[src/design/ures_pkg.sv]
// package of constants for the receive error status block
// assumes a byte-wide receiver on the same clock as the register port
package ures_pkg;

	// ****************************************
	// register addresses
	// ****************************************
	localparam logic [15:0] URES_ERR_ADDR = 16'hFF73;
	localparam logic [15:0] URES_BUF_ADDR = 16'hFF72;

	// ****************************************
	// field positions and reset values
	// ****************************************
	localparam int URES_PAR_BIT = 2;
	localparam int URES_FRM_BIT = 1;
	localparam int URES_OVR_BIT = 0;
	localparam logic [2:0] URES_FLAGS_RST = 3'h0;
	localparam logic [4:0] URES_ZERO_HI = 5'h00;
	localparam logic [7:0] URES_BYTE_ZERO = 8'h00;

	// ****************************************
	// parity select encodings
	// ****************************************
	localparam logic [1:0] URES_PAR_NONE = 2'h0;
	localparam logic [1:0] URES_PAR_ZERO = 2'h1;
	localparam logic [1:0] URES_PAR_ODD = 2'h2;
	localparam logic [1:0] URES_PAR_EVEN = 2'h3;

	// read access sequencer
	typedef enum {URES_RD_IDLE, URES_RD_WAIT} ures_rd_e;

endpackage : ures_pkg

[src/design/ures_chk_if.sv]
// interface between the error block and its frame checker
// assumes both ends on the same clock, purely combinational link
`timescale 1ns/10ps
interface ures_chk_if #(
	parameter int DATA_W = 8
);
	logic [DATA_W-1:0] data;
	logic parity_in;
	logic stop_in;
	logic [1:0] parity_sel;
	logic parity_bad;
	logic stop_bad;

	modport judge (
		input data,
		input parity_in,
		input stop_in,
		input parity_sel,
		output parity_bad,
		output stop_bad
	);
	modport user (
		output data,
		output parity_in,
		output stop_in,
		output parity_sel,
		input parity_bad,
		input stop_bad
	);
endinterface : ures_chk_if

[src/design/ures_frame_chk.sv]
// frame checker: parity and first stop bit of one received character
// assumes inputs are stable while the character done pulse is high
`timescale 1ns/10ps
module ures_frame_chk
	import ures_pkg::*;
(
	ures_chk_if.judge chk
);

	// ****************************************
	// parity judgement per selected type
	// ****************************************
	logic odd_ones;

	// xor of data and received parity bit is one for an odd count
	always_comb
	begin
		odd_ones = (^chk.data) ^ chk.parity_in;
		unique case (chk.parity_sel)
			URES_PAR_ODD: chk.parity_bad = ~odd_ones;
			URES_PAR_EVEN: chk.parity_bad = odd_ones;
			URES_PAR_NONE, URES_PAR_ZERO: chk.parity_bad = 1'b0;
		endcase
	end

	// only the first stop position is looked at
	assign chk.stop_bad = ~chk.stop_in;

endmodule : ures_frame_chk

[src/design/ures_top.sv]
// receive error status register with its receive holding buffer
// assumes receiver shift logic and cpu port on clk, no pin synchronising
`timescale 1ns/10ps

// Functional notes
// - status byte: parity bit 2, framing bit 1, overrun bit 0, rest zero
// - reset or clearing power or receive enable bit zeroes the status
// - reading status returns flags, then clears parity and framing flags
// - parity mismatch at character end sets the parity flag
// - missing stop bit at character end sets the framing flag
// - character ending while buffer unread sets the overrun flag
// - on overrun the new character is dropped, buffer kept
// - framing check looks only at the first stop bit
// - parity judgement follows the two parity select bits
// - status is only read as a byte; writes do not change it
// - status read inserts one wait cycle; no reads with clock stopped
module ures_top
	import ures_pkg::*;
#(
	parameter int DATA_W = 8
)
(
	input wire logic clk,
	input wire logic srst,
	input wire logic serial_unit_power_bit,
	input wire logic receiver_enable_bit,
	input wire logic parity_select_high,
	input wire logic parity_select_low,
	input wire logic rx_char_done,
	input wire logic [DATA_W-1:0] rx_char_data,
	input wire logic rx_parity_in,
	input wire logic rx_stop_in,
	input wire logic rd_req,
	input wire logic [15:0] rd_addr,
	output logic rd_ack,
	output logic [7:0] rd_data,
	output logic [2:0] receive_error_flags,
	output logic rx_buffer_full
);

	// ****************************************
	// frame checker
	// ****************************************
	ures_chk_if #(.DATA_W(DATA_W)) chk_bus ();

	// hand the finished character to the checker
	assign chk_bus.data = rx_char_data;
	assign chk_bus.parity_in = rx_parity_in;
	assign chk_bus.stop_in = rx_stop_in;
	assign chk_bus.parity_sel = {parity_select_high, parity_select_low};

	// parity and first stop judgement, no state of its own
	ures_frame_chk u_chk (
		.chk(chk_bus)
	);

	// ****************************************
	// read sequencer
	// ****************************************
	ures_rd_e rd_state_r;
	ures_rd_e rd_state_nxt;
	logic [15:0] rd_addr_r;
	logic [15:0] rd_addr_nxt;
	logic rd_ack_r;
	logic rd_ack_nxt;
	logic [7:0] rd_data_r;
	logic [7:0] rd_data_nxt;
	logic err_read;
	logic buf_read;

	// ****************************************
	// flags and holding buffer
	// ****************************************
	logic [2:0] flags_r;
	logic [2:0] flags_nxt;
	logic [DATA_W-1:0] receive_holding_buffer_r;
	logic [DATA_W-1:0] receive_holding_buffer_nxt;
	logic full_r;
	logic full_nxt;
	logic rx_on;
	logic take_char;
	logic [7:0] status_byte;
	logic [7:0] buffer_byte;

	// ****************************************
	// access decode and status byte
	// ****************************************
	// receiver live only while both unit and receiver are on
	assign rx_on = serial_unit_power_bit & receiver_enable_bit;
	assign take_char = rx_char_done & rx_on;
	// upper bits always read as zero
	assign status_byte = {URES_ZERO_HI, flags_r};
	assign buffer_byte = 8'(receive_holding_buffer_r);
	// the access completes at the end of the wait cycle
	assign err_read = (rd_state_r == URES_RD_WAIT)
		&& (rd_addr_r == URES_ERR_ADDR);
	assign buf_read = (rd_state_r == URES_RD_WAIT)
		&& (rd_addr_r == URES_BUF_ADDR);

	// read request taken, one wait cycle, then registered answer
	always_comb
	begin
		// hold state and data, answer only from the wait cycle
		rd_state_nxt = rd_state_r;
		rd_addr_nxt = rd_addr_r;
		rd_ack_nxt = 1'b0;
		rd_data_nxt = rd_data_r;
		unique case (rd_state_r)
			URES_RD_IDLE:
			begin
				if (rd_req)
				begin
					rd_state_nxt = URES_RD_WAIT;
					rd_addr_nxt = rd_addr;
				end
			end
			URES_RD_WAIT:
			begin
				// a request arriving now is ignored
				rd_state_nxt = URES_RD_IDLE;
				rd_ack_nxt = 1'b1;
				// read only port, unmapped addresses answer zero
				if (err_read)
					rd_data_nxt = status_byte;
				else if (buf_read)
					rd_data_nxt = buffer_byte;
				else
					rd_data_nxt = URES_BYTE_ZERO;
			end
		endcase
	end

	// sequencer and answer registers
	always_ff @(posedge clk)
	begin
		if (srst)
		begin
			rd_state_r <= URES_RD_IDLE;
			rd_addr_r <= 16'h0000;
			rd_ack_r <= 1'b0;
			rd_data_r <= URES_BYTE_ZERO;
		end
		else
		begin
			rd_state_r <= rd_state_nxt;
			rd_addr_r <= rd_addr_nxt;
			rd_ack_r <= rd_ack_nxt;
			rd_data_r <= rd_data_nxt;
		end
	end

	// ****************************************
	// flag and buffer update
	// ****************************************
	// a set in the clearing cycle wins
	always_comb
	begin
		// hold unless an event below changes it
		flags_nxt = flags_r;
		receive_holding_buffer_nxt = receive_holding_buffer_r;
		full_nxt = full_r;
		// clearing read of the status byte
		if (err_read)
		begin
			flags_nxt[URES_PAR_BIT] = 1'b0;
			flags_nxt[URES_FRM_BIT] = 1'b0;
		end
		// buffer read frees it and ends the overrun condition
		if (buf_read)
		begin
			full_nxt = 1'b0;
			flags_nxt[URES_OVR_BIT] = 1'b0;
		end
		// character end: judge it, then store or drop it
		if (take_char)
		begin
			if (chk_bus.parity_bad)
				flags_nxt[URES_PAR_BIT] = 1'b1;
			if (chk_bus.stop_bad)
				flags_nxt[URES_FRM_BIT] = 1'b1;
			// unread byte present: drop the new one
			if (full_r && !buf_read)
				flags_nxt[URES_OVR_BIT] = 1'b1;
			else
			begin
				receive_holding_buffer_nxt = rx_char_data;
				full_nxt = 1'b1;
			end
		end
		// unit or receiver switched off
		if (!rx_on)
			flags_nxt = URES_FLAGS_RST;
	end

	// flag, buffer and occupancy registers
	always_ff @(posedge clk)
	begin
		if (srst)
		begin
			flags_r <= URES_FLAGS_RST;
			receive_holding_buffer_r <= '0;
			full_r <= 1'b0;
		end
		else
		begin
			flags_r <= flags_nxt;
			receive_holding_buffer_r <= receive_holding_buffer_nxt;
			full_r <= full_nxt;
		end
	end

	// ****************************************
	// port outputs
	// ****************************************
	// outputs straight from flip-flops
	assign rd_ack = rd_ack_r;
	assign rd_data = rd_data_r;
	assign receive_error_flags = flags_r;
	assign rx_buffer_full = full_r;

endmodule : ures_top

[config.mk]
export PLATFORM = sky130hd
export DESIGN_NAME = ures_top
export DESIGN_NICKNAME = d
export VERILOG_FILES = /design/src/design/ures_pkg.sv /design/src/design/ures_chk_if.sv /design/src/design/ures_frame_chk.sv /design/src/design/ures_top.sv
export SDC_FILE = /design/constraint.sdc
export NUM_CORES = 1
export LEC_CHECK = 0
export BUFFER_PORTS_ARGS = -buffer_cell sky130_fd_sc_hd__buf_2
export CAP_MARGIN = 20
export CORE_MARGIN = 2
export CORE_UTILIZATION = 45
export CTS_CLUSTER_SIZE = 10
export DETAILED_ROUTE_END_ITERATION = 16
export PLACE_DENSITY = 0.71
export SYNTH_ARGS = -nofsm -noshare
export SYNTH_HDL_FRONTEND = slang
export SYNTH_HIERARCHICAL = 1
export SYNTH_SLANG_ARGS = --single-unit
[constraint.sdc]
create_clock -name clk -period 1.5 [get_ports clk]
set_clock_uncertainty 0.2 [all_clocks]
set_input_delay 0 -clock clk [delete_from_list [all_inputs] [get_ports clk]]
set_output_delay 0 -clock clk [all_outputs]
set_load 0.01 [all_outputs]
==> qor.yml <==
grt_setup_unrepaired: "true"
final-setup-viol-count: 8
ys_seq_area_share_pct: 46.4
final_cell_area_um2: 2360
fin_hold_ws_ns: 0.205
final_cell_mix: "46 x buf_2, 38 x nand2_1, 37 x dfxtp_1, 34 x dlygate4sd3_1, 24 x a21oi_1"
reg2reg_depth: 5
post_drt_wl_per_cell_um: 12.8
max-vdd-ir-drop_mv: 0.484
power_density_nw_per_um2: 795
io_pins: 47
power_leakage_nw: 0.996
tightestPinTransition_ns: 0.582
grt_remaining_overflow: 0
grt_pass1_wl_mm: 7.00
hold_path_class: "in2reg"
antenna_found_initial: 0
hold_depth: 7
syn_area_um2: 1640
dp_hpwl_mm: 2.34
core_area_um2: 3420
fin_crit_sh_pct: 105
cp.arrival_ns: 1.65
drtAntennaViolNets: 0
syn_area_per_cell_um2: 8.77
hold_viol_final: 0
grt_max_degree: 19
antenna_cells: 0
min_from: "parity_select_low"
drtIter0Drc: 38
dpl_cell_area_um2: 1940
numCtsBuffers: 5
critPathSlowestCell: "dfxtp_1"
rows: 21
rr_endpoint: "buffer_byte[2]"
layout.nets: 307
timing.rr.start: "rd_addr_r[7]"
slew_headroom_pct: 61.1
drc: 0
period_needed_ns: 1.57
drtPass1Iterations: 4
crit_path_cell_trace: "and4bb_4 -> and4_4 -> a21o_1 -> buf_4 -> mux2i_1"
layout_commonest_cell: "buf_2"
crit_family: "simple AND/OR/NAND/NOR gates"
routabilityCongestion: 0.823
synthCells: 187
switching_share_pct: 24.8
synth_seq_cells: 38
drv_slew: 0
track_usage_pct: 22.1
critPathRequiredTime_ns: 1.58
cts_max_level: 2
portBuffers: 46
layout-drive-gt1-share_pct: 26.0
num-fill-cells: 285
worstPathMaxFanout: 4
crit_type: "reg2reg"
p_int_mw: 1.41
max_cap_violations: 0
violations: "setup timing"
die_area_um2: 4140
vias: 1530
area.growth.synth_to_final_pct: 43.9
die_x_um: 64.4
grt_pass1_vias: 1626
cts.sinks: 38
hold_end: "receive_error_flags[2]"
status: "complete, but fails checks"
crit_path_max_incr_delay_ns: 0.32
crit_path_end_kind: "flip-flop"
p_comb_share_pct: 17.3
synth_nets: 221
die_h_um: 64.4
setup_slack_ns: -0.0709
cts_tree: "yes"
drt-total-wl_mm: 4.08
switching_power_mw: 0.466
path_buf_inv: 1
clk-insertion-delay-late_ns: 0.35
synth_cell_types: 27
ctsLongestPathBuffers: 2
cts-root-buf: "clkbuf_4"
regToRegSetupSlack_ns: -0.07
initial_core_util_pct: 48.0
clk_pin_slew_ns: 0.10
fmax_mhz: 637
power.share.sequential_pct: 56.7
synth_warnings: 6
routed_via_density: 4.80
p_clk_share_pct: 26.0
start_kind: "flip-flop"
==> cell usage after synthesis <==
master,count,area [um2]
and2_1,1,6.26
nand2_1,38,143
and4bb_4,1,16.3
a21o_1,1,7.51
xnor2_1,6,52.6
and3_1,1,6.26
mux2i_1,11,110
o21ai_1,2,10.0
buf_1,1,3.75
clkbuf_1,8,30.0
and4_1,2,17.5
buf_6,3,33.8
nand3b_1,6,45.0
a21oi_1,25,125
xor2_1,1,8.76
dfxtp_1,38,761
and4_4,1,11.3
inv_1,1,3.75
nand4_1,1,6.26
nand3_1,2,10.0
nand2b_1,23,144
and4b_1,1,10.0
xnor3_1,1,22.5
nor2b_1,2,12.5
nor2_1,5,18.8
nor3_1,1,5.00
o21ai_0,4,20.0
==> metal layers <==
| metal | vias up | routed length [um] | GRT usage [%] |
|---|---|---|---|
| met5 | - | 0 | 0 |
| met4 | 0 | 57 | 7.98 |
| met3 | 8 | 169 | 5.99 |
| met2 | 34 | 2170 | 41.0 |
| met1 | 697 | 1680 | 23.7 |
| li1 | 791 | - | - |
==> how the worst max path moves through the flow <==
stage                        startpoint        endpoint  slack, ns  cells after the start
after global placement     rd_addr_r[7]  buffer_byte[1]     -0.007                      5
after floorplan           rd_state_r[0]  buffer_byte[0]      -0.12                      7
after global routing       rd_addr_r[7]  buffer_byte[3]      -0.18                      5
after CTS                  rd_addr_r[7]  buffer_byte[3]      -0.08                      5
after detailed placement   rd_addr_r[7]  buffer_byte[3]      -0.06                      5
final                      rd_addr_r[7]  buffer_byte[2]      -0.07                      5
==> metrics by stage <==
step           worst slack [ns]  setup TNS [ns]  power (mW)  utilization (%)  cells
6_report                -0.0709          -0.481        1.88             69.1    319
5_1_grt                  -0.175           -1.65        1.98             69.1    319
4_1_cts                 -0.0766          -0.511        1.88             68.6    320
3_5_place_dp            -0.0585          -0.321        1.33             56.9    278
3_3_place_gp           -0.00699         -0.0330        1.32             56.9    278
2_1_floorplan            -0.116          -0.928        1.24                -    187
==> logic make-up after synthesis <==
logic type,synth area share (%)
and+or+nand+nor,27.5
DFF,46.4
AOI/OAI and AO/OA,9.92
buffers and inverters,4.35
muxes,6.71
xor gates and xnor gates,5.11
==> power groups by stage <==
stage	Combinational, mW	Clock, mW	Sequential, mW
after floorplan	0.157	0	1.08
after global placement	0.238	0	1.09
after detailed placement	0.238	0	1.09
after CTS	0.311	0.500	1.07
after global routing	0.356	0.551	1.07
final	0.324	0.488	1.07
==> repair_timing <==
| action | in CTS | in global routing |
|---|---|---|
| hold endpoints to repair | 35 | 3 |
| hold buffers | 35 | 1 |
| setup endpoints to repair | 8 | 20 |
| setup buffers | 0 | 0 |
| gates resized for setup | 1 | 8 |
==> registers in the layout, indices dropped and copies added (netlist names) <==
signal               count
rd_ack                   1
rd_addr_r               16
buffer_byte              8
rd_data                  8
receive_error_flags      3
rx_buffer_full           1
rd_state_r               1
==> layout make-up <==
cell class | instances | area, um2 | share of cell area (%)
clock buffers | 7 | 45.0 | 1.91
inverters | 1 | 3.75 | 0.159
multi-input cells | 136 | 840 | 35.6
flip-flops and latches | 38 | 762 | 32.3
well taps | 46 | 57.6 | 2.44
repair buffers | 91 | 653 | 27.7
==> worst reg2reg max path, delay by kind of cell, from the launching register on <==
| family | cells | cell delay [ns] |
|---|---|---|
| simple gates | 2 | 0.52 |
| flops | 1 | 0.32 |
| mux | 1 | 0.18 |
| buf+inv | 1 | 0.15 |
| compound gates | 1 | 0.13 |
Power figures use the tool's default switching activity.
